**src/design/cpwe_regs.svh**
```systemverilog
// Timing constants and option codes for the crank pulse width encoder.
// Included by design files; definitions only.
`ifndef CPWE_REGS_SVH
`define CPWE_REGS_SVH

// Clock rate in kHz (50 MHz)
`define CPWE_CLK_KHZ        50000
// Cycles per microsecond, derived from the clock rate
`define CPWE_CYC_PER_US     (`CPWE_CLK_KHZ / 1000)

// Typical pulse widths in microseconds
`define CPWE_T22_US         22
`define CPWE_T30_US         30
`define CPWE_T45_US         45
`define CPWE_T60_US         60
`define CPWE_T75_US         75
`define CPWE_T90_US         90
`define CPWE_T120_US        120
`define CPWE_T135_US        135
`define CPWE_T180_US        180
`define CPWE_T360_US        360
`define CPWE_T600_US        600

// Option codes on the option input (option n is code n-1)
`define CPWE_OPT1           3'h0
`define CPWE_OPT2           3'h1
`define CPWE_OPT3           3'h2
`define CPWE_OPT4           3'h3
`define CPWE_OPT5           3'h4
`define CPWE_OPT6           3'h5
`define CPWE_OPT7           3'h6
`define CPWE_OPT8           3'h7

`endif

```
**src/design/cpwe_pkg.sv**
```systemverilog
// Types shared by the crank pulse width encoder files.
// No assumptions about surroundings.
package cpwe_pkg;
	typedef enum logic [1:0] {
		CPWE_FWD,
		CPWE_BWD,
		CPWE_STAND,
		CPWE_NODIR
	} cpwe_kind_t;
endpackage

```
**src/design/cpwe_sync.sv**
```systemverilog
// Two-flop synchroniser for asynchronous level inputs.
// Assumes clk and an active-low asynchronous reset.
`timescale 1ns/10ps
`default_nettype none
module cpwe_sync #(
	parameter int WIDTH = 1
) (
	// Clock and reset
	input  wire logic             clk,
	input  wire logic             rst_b,
	// Data
	input  wire logic [WIDTH-1:0] d,
	output logic      [WIDTH-1:0] q
);
	logic [WIDTH-1:0] meta;

	always_ff @(posedge clk or negedge rst_b) begin
		if (!rst_b) begin
			meta <= '0;
			q    <= '0;
		end else begin
			meta <= d;
			q    <= meta;
		end
	end
endmodule
`default_nettype wire

```
**src/design/cpwe_width_lut.sv**
```systemverilog
// Width table: maps option and pulse kind to a terminal count in cycles.
// Purely combinational; the caller registers the result.
`timescale 1ns/10ps
`default_nettype none
`include "cpwe_regs.svh"
module cpwe_width_lut
	import cpwe_pkg::*;
#(
	parameter int CW = 15
) (
	// Selection
	input  wire logic [2:0]    option,
	input  wire cpwe_kind_t    kind,
	// Terminal count
	output logic      [CW-1:0] cycles
);
	logic [15:0] width_us;

	always_comb begin
		width_us = 16'h0000;
		case (option)
			`CPWE_OPT1: width_us = (kind == CPWE_FWD) ? 16'(`CPWE_T45_US) :
				(kind == CPWE_BWD) ? 16'(`CPWE_T90_US) : 16'(`CPWE_T180_US);
			`CPWE_OPT2: width_us = (kind == CPWE_FWD) ? 16'(`CPWE_T45_US) :
				(kind == CPWE_BWD) ? 16'(`CPWE_T180_US) : 16'(`CPWE_T360_US);
			`CPWE_OPT3: width_us = (kind == CPWE_FWD) ? 16'(`CPWE_T45_US) :
				(kind == CPWE_BWD) ? 16'(`CPWE_T135_US) : 16'(`CPWE_T180_US);
			`CPWE_OPT4: width_us = (kind == CPWE_FWD) ? 16'(`CPWE_T75_US) :
				(kind == CPWE_BWD) ? 16'(`CPWE_T600_US) : 16'(`CPWE_T360_US);
			`CPWE_OPT5: width_us = (kind == CPWE_FWD) ? 16'(`CPWE_T22_US) :
				(kind == CPWE_BWD) ? 16'(`CPWE_T45_US) : 16'(`CPWE_T90_US);
			`CPWE_OPT6: width_us = (kind == CPWE_FWD) ? 16'(`CPWE_T60_US) :
				(kind == CPWE_BWD) ? 16'(`CPWE_T120_US) : 16'(`CPWE_T360_US);
			// Option 7 has no standstill width; backward width is reused
			`CPWE_OPT7: width_us = (kind == CPWE_FWD) ? 16'(`CPWE_T30_US) : 16'(`CPWE_T60_US);
			default:    width_us = (kind == CPWE_FWD) ? 16'(`CPWE_T90_US) :
				(kind == CPWE_BWD) ? 16'(`CPWE_T135_US) : 16'(`CPWE_T360_US);
		endcase
	end

	assign cycles = CW'(32'(width_us) * `CPWE_CYC_PER_US);
endmodule
`default_nettype wire

```
**src/design/cpwe_encoder.sv**
```systemverilog
// Crank pulse width encoder: turns wheel edge and standstill events into low pulses or level toggles on
// one open-drain output. Edge, direction and standstill inputs come from
// the sensing path in another domain and are synchronised here.
`timescale 1ns/10ps
`default_nettype none
`include "cpwe_regs.svh"

module cpwe_encoder
	import cpwe_pkg::*;
#(
	parameter int CW = 15
) (
	// Clock and reset
	input  wire logic       clk,
	input  wire logic       rst_b,
	// Configuration, held static after power-on
	input  wire logic [2:0] option,
	input  wire logic       no_dir_mode,
	// Wheel events from the sensing path (asynchronous levels)
	input  wire logic       wheel_edge,
	input  wire logic       dir_backward,
	input  wire logic       standstill,
	// Open-drain output: drive low when q_oe_b is low
	input  wire logic       q_in,
	output logic            q_out,
	output logic            q_oe_b,
	// Status
	output logic            pulse_busy
);
	logic [1:0]    rst_pipe;
	logic          rst_int_b;
	logic [2:0]    in_sync;
	logic          edge_s;
	logic          bwd_s;
	logic          stand_s;
	logic          edge_prev;
	logic          stand_prev;
	logic          last_bwd;
	logic          toggle_lvl;
	logic          busy;
	logic [CW-1:0] count;
	logic [CW-1:0] term;
	logic [2:0]    opt_q;
	logic          nodir_q;
	logic          cfg_loaded;
	cpwe_kind_t    kind;
	logic [CW-1:0] lut_cycles;
	logic [CW-1:0] busy_len;
	logic [1:0]    warm;
	logic          armed;

	// Reset release through two flops
	always_ff @(posedge clk or negedge rst_b) begin
		if (!rst_b) begin
			rst_pipe <= 2'h0;
		end else begin
			rst_pipe <= {rst_pipe[0], 1'b1};
		end
	end
	assign rst_int_b = rst_pipe[1];

	cpwe_sync #(.WIDTH(3)) u_sync (
		.clk   (clk),
		.rst_b (rst_int_b),
		.d     ({wheel_edge, dir_backward, standstill}),
		.q     (in_sync)
	);
	assign edge_s  = in_sync[2];
	assign bwd_s   = in_sync[1];
	assign stand_s = in_sync[0];

	// Configuration latched once after reset release
	// option select
	always_ff @(posedge clk or negedge rst_int_b) begin
		if (!rst_int_b) begin
			opt_q      <= 3'h0;
			nodir_q    <= 1'b0;
			cfg_loaded <= 1'b0;
		end else if (!cfg_loaded) begin
			opt_q      <= option;
			nodir_q    <= no_dir_mode;
			cfg_loaded <= 1'b1;
		end
	end

	// Hold off events until the synchronisers and the edge history carry real levels;
	// a wheel level left high across reset would otherwise look like an edge
	always_ff @(posedge clk or negedge rst_int_b) begin
		if (!rst_int_b) begin
			warm <= 2'h0;
		end else if (!armed) begin
			warm <= warm + 2'h1;
		end
	end
	assign armed = (warm == 2'h3);

	wire edge_evt   = armed && (edge_s != edge_prev);
	wire stand_evt  = armed && stand_s && !stand_prev;
	wire opt7       = (opt_q == `CPWE_OPT7);
	wire opt7_first = opt7 && !bwd_s && last_bwd;
	wire toggle_evt = edge_evt && (nodir_q || (opt7 && !bwd_s && !last_bwd));
	wire pulse_evt  = !busy && ((edge_evt && !toggle_evt) || (stand_evt && !nodir_q && !opt7));
	wire done       = busy && (count == term - CW'(1));

	assign kind = stand_evt && !edge_evt ? CPWE_STAND : (bwd_s ? CPWE_BWD : CPWE_FWD);

	cpwe_width_lut #(.CW(CW)) u_lut (
		.option (opt_q),
		.kind   (kind),
		.cycles (lut_cycles)
	);

	always_ff @(posedge clk or negedge rst_int_b) begin
		if (!rst_int_b) begin
			edge_prev  <= 1'b0;
			stand_prev <= 1'b0;
			// Start as if backward so the first option-7 edge is a forward pulse
			last_bwd   <= 1'b1;
		end else begin
			edge_prev  <= edge_s;
			stand_prev <= stand_s;
			if (edge_evt && !nodir_q) begin
				last_bwd <= bwd_s;
			end
		end
	end

	always_ff @(posedge clk or negedge rst_int_b) begin
		if (!rst_int_b) begin
			busy  <= 1'b0;
			count <= '0;
			term  <= '0;
		end else if (pulse_evt) begin
			busy  <= 1'b1;
			count <= '0;
			term  <= lut_cycles;
		end else if (done) begin
			busy  <= 1'b0;
		end else if (busy) begin
			count <= count + CW'(1);
		end
	end

	always_ff @(posedge clk or negedge rst_int_b) begin
		if (!rst_int_b) begin
			toggle_lvl <= 1'b1;
		end else if (toggle_evt) begin
			toggle_lvl <= !toggle_lvl;
		end else if (!nodir_q && !opt7) begin
			toggle_lvl <= 1'b1;
		end else if (opt7 && pulse_evt) begin
			toggle_lvl <= 1'b1;
		end
	end

	// Independent length count for the width assertion
	always_ff @(posedge clk or negedge rst_int_b) begin
		if (!rst_int_b) begin
			busy_len <= '0;
		end else if (pulse_evt) begin
			busy_len <= '0;
		end else if (busy) begin
			busy_len <= busy_len + CW'(1);
		end
	end

	always_ff @(posedge clk or negedge rst_int_b) begin
		if (!rst_int_b) begin
			q_out      <= 1'b0;
			q_oe_b     <= 1'b1;
			pulse_busy <= 1'b0;
		end else begin
			q_out      <= 1'b0;
			q_oe_b     <= !(busy || !toggle_lvl);
			pulse_busy <= busy;
		end
	end

	// Output pin readback is not needed by this encoder
	wire unused_q = q_in;
endmodule
`default_nettype wire

```
**config.mk**
```make
export PLATFORM = sky130hd
export DESIGN_NAME = cpwe_encoder
export DESIGN_NICKNAME = d
export VERILOG_FILES = /design/src/design/cpwe_pkg.sv /design/src/design/cpwe_sync.sv /design/src/design/cpwe_width_lut.sv /design/src/design/cpwe_encoder.sv
export VERILOG_INCLUDE_DIRS = /design/src /design/src/design
export SDC_FILE = /design/constraint.sdc
export NUM_CORES = 1
export LEC_CHECK = 0
export BUFFER_PORTS_ARGS = -buffer_cell sky130_fd_sc_hd__clkbuf_2
export CAP_MARGIN = 10
export CORE_ASPECT_RATIO = 0.5
export CORE_MARGIN = 8
export CORE_UTILIZATION = 57
export DETAILED_ROUTE_END_ITERATION = 10
export PLACE_DENSITY = 0.75
export SYNTH_ARGS = -nofsm -noshare
export SYNTH_HDL_FRONTEND = slang
export SYNTH_HIERARCHICAL = 1
export SYNTH_SLANG_ARGS = --single-unit
export TNS_END_PERCENT = 1
```
**constraint.sdc**
```tcl
create_clock -name clk -period 1.6 [get_ports clk]
set_clock_uncertainty 0.05 [all_clocks]
set_input_delay 0.4 -clock clk [delete_from_list [all_inputs] [get_ports clk]]
set_output_delay 0.4 -clock clk [all_outputs]
set_load 0.1 [all_outputs]
```
# == After elaboration in Yosys (flattened, before gate mapping) ==
# Cells that the tools add are included.
# Widths: inputs -> output; s select.
# word_totals
register_bits,51
inputBits,10
output_inout_bits,3
elab_cells,91
# op_classes
addsub,3
n_mul,1
n_eq_ne,11
mux,26
n_reduce_logical,34
# op_table
operator,count
$mux 16,7
$pmux 16 s7,1
$mux 15,3
$mux 9,3
$mul 16x5->14 const B,1
$add 15x1->15 const B,1
$eq 15x15->1,1
$logic_and 1x1->1,15
$sub 15x1->15 const B,1
$mux 6,2
$logic_not 1->1,10
$mux 10,1
$eq 3x3->1 const B,3
$mux 8,1
$mux 7,1
$eq 3x2->1 const B,2
$mux 1,6
$reduce_bool 2->1,2
$eq 3x1->1 const B,1
$logic_not 3->1,1
$logic_or 1x1->1,3
$reduce_bool 3->1,1
$add 2x1->2 const B,1
$eq 2x1->1 const B,1
6 further kinds,6

# == Depth between registers and ports, before layout ==
# depth
depth_word,13
depth_mapped,22
mapped_depth_nobuf,22

# == By module ==
# Netlist, hierarchy kept.
# by_module_without_submodules
mod,n_inst,cells_per_inst,area_per_inst_um2,seq_area_each_um2
cpwe_encoder,1,270,2523.7,1154.9
cpwe_width_lut,1,136,1087.3,0.0
cpwe_sync,1,6,150.1,150.1

# == Worst setup path after synthesis ==
# No wires, ideal clock.
# synth_path
path_kind,flip-flop to flip-flop
startpoint,register warm[0]
endpoint,register term[14]
setup_ps,65
t_arrival_ps,4487
required_time_ps,1485
path_slack_ps,-3002
stages_incl_launch_ff,22
n_path_buf,1
synth_period_minus_slack_ps,4602
cell_sequence,dfrtp_1 ha_1 nand2_1 nor3_1 nor2b_1 clkbuf_1 nand2_1 a21oi_1 a211oi_1 ha_1 ha_1 inv_1 fa_1 inv_1 ha_1 and2_1 a2111oi_4 o21ai_1 a21oi_1 xnor2_1 nand2_1 nand2_1
# synth_between
elab_chain_len,10
word_cells_on_any_way,33
classes_between,mul: 1; eq/ne: 2; mux: 17; reduce/logical: 13
# synth_rtl
item,line_no,text
"start, declared",cpwe_encoder.sv:49,logic [1:0] warm;
"start signal, assigned",cpwe_encoder.sv:92,warm <= warm + 2'h1;
$eq 2x2->1 *,cpwe_encoder.sv:95,assign armed = (warm == 2'h3);
$logic_and 1x1->1 (on tied branches),"cpwe_encoder.sv:98, cpwe_encoder.sv:97",
$logic_and 1x1->1 / $logic_not 1->1 (equally long branches),"cpwe_encoder.sv:98, cpwe_encoder.sv:105",
$logic_and 1x1->1 *,cpwe_encoder.sv:105,assign kind = stand_evt && !edge_evt ? CPWE_STAND : (bwd_s ? CPWE_BWD : CPWE_FWD);
$mux 2 *,cpwe_encoder.sv:105,
via kind[1],cpwe_encoder.sv:46,cpwe_kind_t kind;
$eq 2x1->1,-,
$mux 9 (tied with other cells),cpwe_width_lut.sv:37,(kind == CPWE_BWD) ? 16'(`CPWE_T135_US) : 16'(`CPWE_T360_US);
$mux 16 (tied with other cells),cpwe_width_lut.sv:36,default: width_us = (kind == CPWE_FWD) ? 16'(`CPWE_T90_US) :
$pmux 16 s7 *,cpwe_width_lut.sv:21,case (option)
$mul 16x5->14 (no line) *,-,
via lut_cycles[14],cpwe_encoder.sv:47,logic [CW-1:0] lut_cycles;
"end signal, assigned",cpwe_encoder.sv:136,term <= lut_cycles;
"end, declared",cpwe_encoder.sv:42,logic [CW-1:0] term;
# The timed path passes the listed nets; every way through them passes the cells marked *.
# A chain may end at the register's enable or synchronous reset.

# == Final worst setup path ==
# layout_path
startpoint,register edge_prev
endpoint,register term[13]
# layout_between
elab_chain_len,10
word_cells_on_any_way,29
classes_between,mul: 1; eq/ne: 2; mux: 17; reduce/logical: 9
# layout_rtl
item,line_no,text
"start, declared",cpwe_encoder.sv:36,logic edge_prev;
"start signal, assigned",cpwe_encoder.sv:120,edge_prev <= edge_s;
$ne 1x1->1 *,cpwe_encoder.sv:97,wire edge_evt = armed && (edge_s != edge_prev);
$logic_and 1x1->1 *,cpwe_encoder.sv:97,
$logic_not 1->1 *,cpwe_encoder.sv:105,
$logic_and 1x1->1 *,cpwe_encoder.sv:105,
$mux 2 *,cpwe_encoder.sv:105,
via kind[1],cpwe_encoder.sv:46,
$eq 2x1->1,-,
$mux 9 (tied with other cells),cpwe_width_lut.sv:37,
$mux 16 (tied with other cells),cpwe_width_lut.sv:36,
$pmux 16 s7 *,cpwe_width_lut.sv:21,
$mul 16x5->14 (no line) *,-,
via lut_cycles[13],cpwe_encoder.sv:47,
# Marked as above.

==> summary.md <==
| Metric | Value |
|---|---|
| Status | complete, but fails checks |
| Failing checks | negative setup slack |
| Slowest CP cell | fa_1 |
| Yosys reg bits | 52 |
| CP Cell Sequence | xor2_2 -> nor3_4 -> buf_6 -> or3_4 -> a21oi_1 -> a211oi_2 -> ha_1 -> ha_4 -> inv_2 -> fa_1 -> inv_2 -> ha_4 -> buf_4 -> nand3_1 -> o211ai_1 -> nor3_1 -> o21bai_1 -> xor2_1 -> nand2_1 -> nand2_1 |
| Rows | 21 |
| Iteration-0 DRC Markers | 406 |
| Crit path largest cell delay | 0.53 ns |
| CP Data Required Time | 1.80 ns |
| Avg WL per Cell | 22.0 µm |
| CTS Root Cell | clkbuf_16 |
| Placed cell count | 607 |
| Syn_area_per_cell | 9.13 µm² |
| Fin nets | 582 |
| Leak pwr | 2.47 nW |
| Die width | 131 µm |
| Antenna cells | 0 |
| Slew @ Worst Pin | 0.533 ns |
| Reg area | 1310 µm² |
| Chip Height | 73.4 µm |
| Slack of the critical path | -2.83 ns |
| Area after DPL | 4850 µm² |
| Footprint of the multi-input gates | 2640 µm² |
| Top_reg_cell synth | dfrtp_1 |
| Wl on met1 | 5.29 mm |
| Post-route cell area | 5370 µm² |
| Via count | 3,978 |
| Startpoint types | flip-flop |
| Detailed-route DRC error count | 0 |
| Fin cells | 625 |
| Highest routed layer | met4 |
| Ports | 13 |
| Initial Util | 0.575 |
| Synth cell types | 59 |
| Max Buffers Root-to-Sink | 2 |
| Dpl hpwl | 7.78 mm |
| Largest delay share family, worst path | adder cells |
| CP bufs+invs | 4 |
| Number of nets still failing antenna checks after routing | 0 |
| Arr. time, crit path | 4.63 ns |
| Largest net degree at the start of global routing | 27 |
| Seq/Total Area, Yosys | 0.347 |
| CTS tree | yes |
| VDD IR max | 0.969 mV |
| Port bufs | 10 |
| Worst slack, placed | -2.62 ns |
| Share of cells above drive strength 1 | 0.386 |
| Synthesized cell area | 3760 µm² |
| H-tree Lvls | 2 |
| YS warnings | 6 |
| Tcrit/Tclk final | 2.77 |
| Worst-path clk slew | 0.08 ns |
| DR pass1 iterations | 5 |
| Vias in the first global route | 3,858 |
| Clock Latency Late Sink | 0.30 ns |
| RSZ-0062 raised after global routing | true |
| Max-cap violations | 0 |
| FILL cells | 313 |
| Number of synthesized flops with an enable pin | 0 |
| FMAX | 0.226 GHz |
| Max Slew Vio Count | 0 |
| Synthesis-to-layout area growth | 42.7% |
| Gr usage total | 0.249 |
| Critical path peak fanout | 6 |
| Congestion Overflow GR | 0 |
| Final Hold Vio Count | 0 |
| Async set-or-reset flop fraction in the synthesized netlist | 1.00 |
| Num Clock Sinks | 52 |
| Vias per cell | 6.36 |
| Mapped Cells | 412 |
| CP Capture Type | flip-flop |
| Hold crit path type | flip-flop to async pin |
| Die area | 9610 µm² |
| Slew Limit Headroom | 0.642 |
| Initial antenna violation count | 0 |
| Pwr per Cell Area | 1850 nW/µm² |
| Total Power | 0.00992 W |
| CTS buffer count | 5 |
| Routed wire length | 13.7 mm |
| Met2 wirelength from detailed routing | 6.53 mm |
| Met3 wire len | 1.22 mm |
| Core ar. | 6540 µm² |
| Worst hold slack | 0.146 ns |
| First-pass GRT wire length | 18.9 mm |
| Final worst path period need | 4.43 ns |
| GP Congestion | 0.923 |
| Final Setup Violations | 33 |
| Critical path class | flip-flop to flip-flop |
-- routing by layer --
metal  track usage  vias up
li1              -     1696
met1         0.285     1901
met2         0.448      296
met3        0.0449       85
met4         0.113        0
met5             0        -
-- path summary, 6_finish.rpt --
kind / startpoint / end / slack (ns) / cells past startpoint
max in group asynchronous: rst_pipe[1] / last_bwd / 0.72 / 1
worst min-delay path: rst_pipe[1] / count[10] / 0.15 / 0
worst min register to register: rst_pipe[1] / count[10] / 0.15 / 0
min in group clk: wheel_edge / u_sync/meta[2] / 0.16 / 1
worst max-delay path: edge_prev / term[13] / -2.83 / 20
worst max register to register: edge_prev / term[13] / -2.83 / 20
-- per-stage QoR --
step / utilization / setup TNS [ns]
6_report: 0.820 / -43.69
5_1_grt: 0.820 / -46.00
4_1_cts: 0.793 / -38.99
3_5_place_dp: 0.741 / -41.85
3_3_place_gp: 0.741 / -38.41
2_1_floorplan: - / -35.82
-- area by class of cell --
cell class | count | share of cell area
clock buffer | 6 | 0.0240
clock inverter | 2 | 0.00723
inverter | 26 | 0.0182
multi-input combinational | 316 | 0.491
sequential | 52 | 0.243
tap | 92 | 0.0215
timing repair buffer | 131 | 0.195
-- cells in the final DEF, fill, tap and decap left out, drive strengths merged, types with 4 or more instances in the layout --
cell,count
nor2,19
buf,122
o21ai,13
ha,35
nor3,8
inv,27
o211ai,6
nand3,10
nor4,4
and3,5
a21oi,22
nand2b,4
dfrtp,49
o31ai,10
fa,5
or4,8
nand4,4
xnor2,20
or3,5
mux2,6
clkbuf,14
xor2,14
a31oi,7
conb,4
nand2,62
-- report_power, final --
| group | switching (W) | leakage [nW] | internal, W |
|---|---|---|---|
| clock network | 0.000561 | 0.0815 | 0.000748 |
| logic | 0.00340 | 1.76 | 0.00315 |
| registers | 0.000367 | 0.627 | 0.00169 |
-- logic make-up after synthesis --
| kind of cell | Yosys count | synth area share |
|---|---|---|
| fa+ha+maj | 40 | 0.143 |
| mux | 8 | 0.0233 |
| xor+xnor | 34 | 0.0792 |
| buf+inv | 46 | 0.0499 |
| other cells | 3 | 0.00299 |
| compound gates | 87 | 0.165 |
| simple gates | 142 | 0.190 |
| flops | 52 | 0.347 |
-- registers in the layout, summed over array words and instances (netlist names), 2 cells and up --
register and cells:
opt_q 3, rst_pipe 2, u_sync/meta 3, u_sync/q 3
warm 2, term 15, count 15
-- Yosys cell counts (all sizes together) (8+ instances only) --
| master | number | area (µm²) |
|---|---|---|
| a21oi | 22 | 110 |
| buf | 9 | 48.8 |
| clkbuf | 11 | 41.3 |
| dfrtp | 49 | 1230 |
| ha | 35 | 438 |
| inv | 26 | 97.6 |
| nand2 | 62 | 233 |
| nand3 | 10 | 50.1 |
| nor2 | 19 | 71.3 |
| nor3 | 8 | 40.0 |
| o21ai | 13 | 68.8 |
| o31ai | 10 | 75.1 |
| or4 | 8 | 63.8 |
| xnor2 | 20 | 175 |
| xor2 | 14 | 123 |
-- what timing repair did --
item | CTS | global route
cloned | 0 | 2
setup endpoints to repair | 32 | 33
pin swaps | 20 | 12
hold buffers | 1 | 0
buffers inserted | 1 | 6
endpoints found under the hold margin | 2 | 0
resized for setup | 28 | 21
No activity file was read; power rests on OpenSTA's default activity.
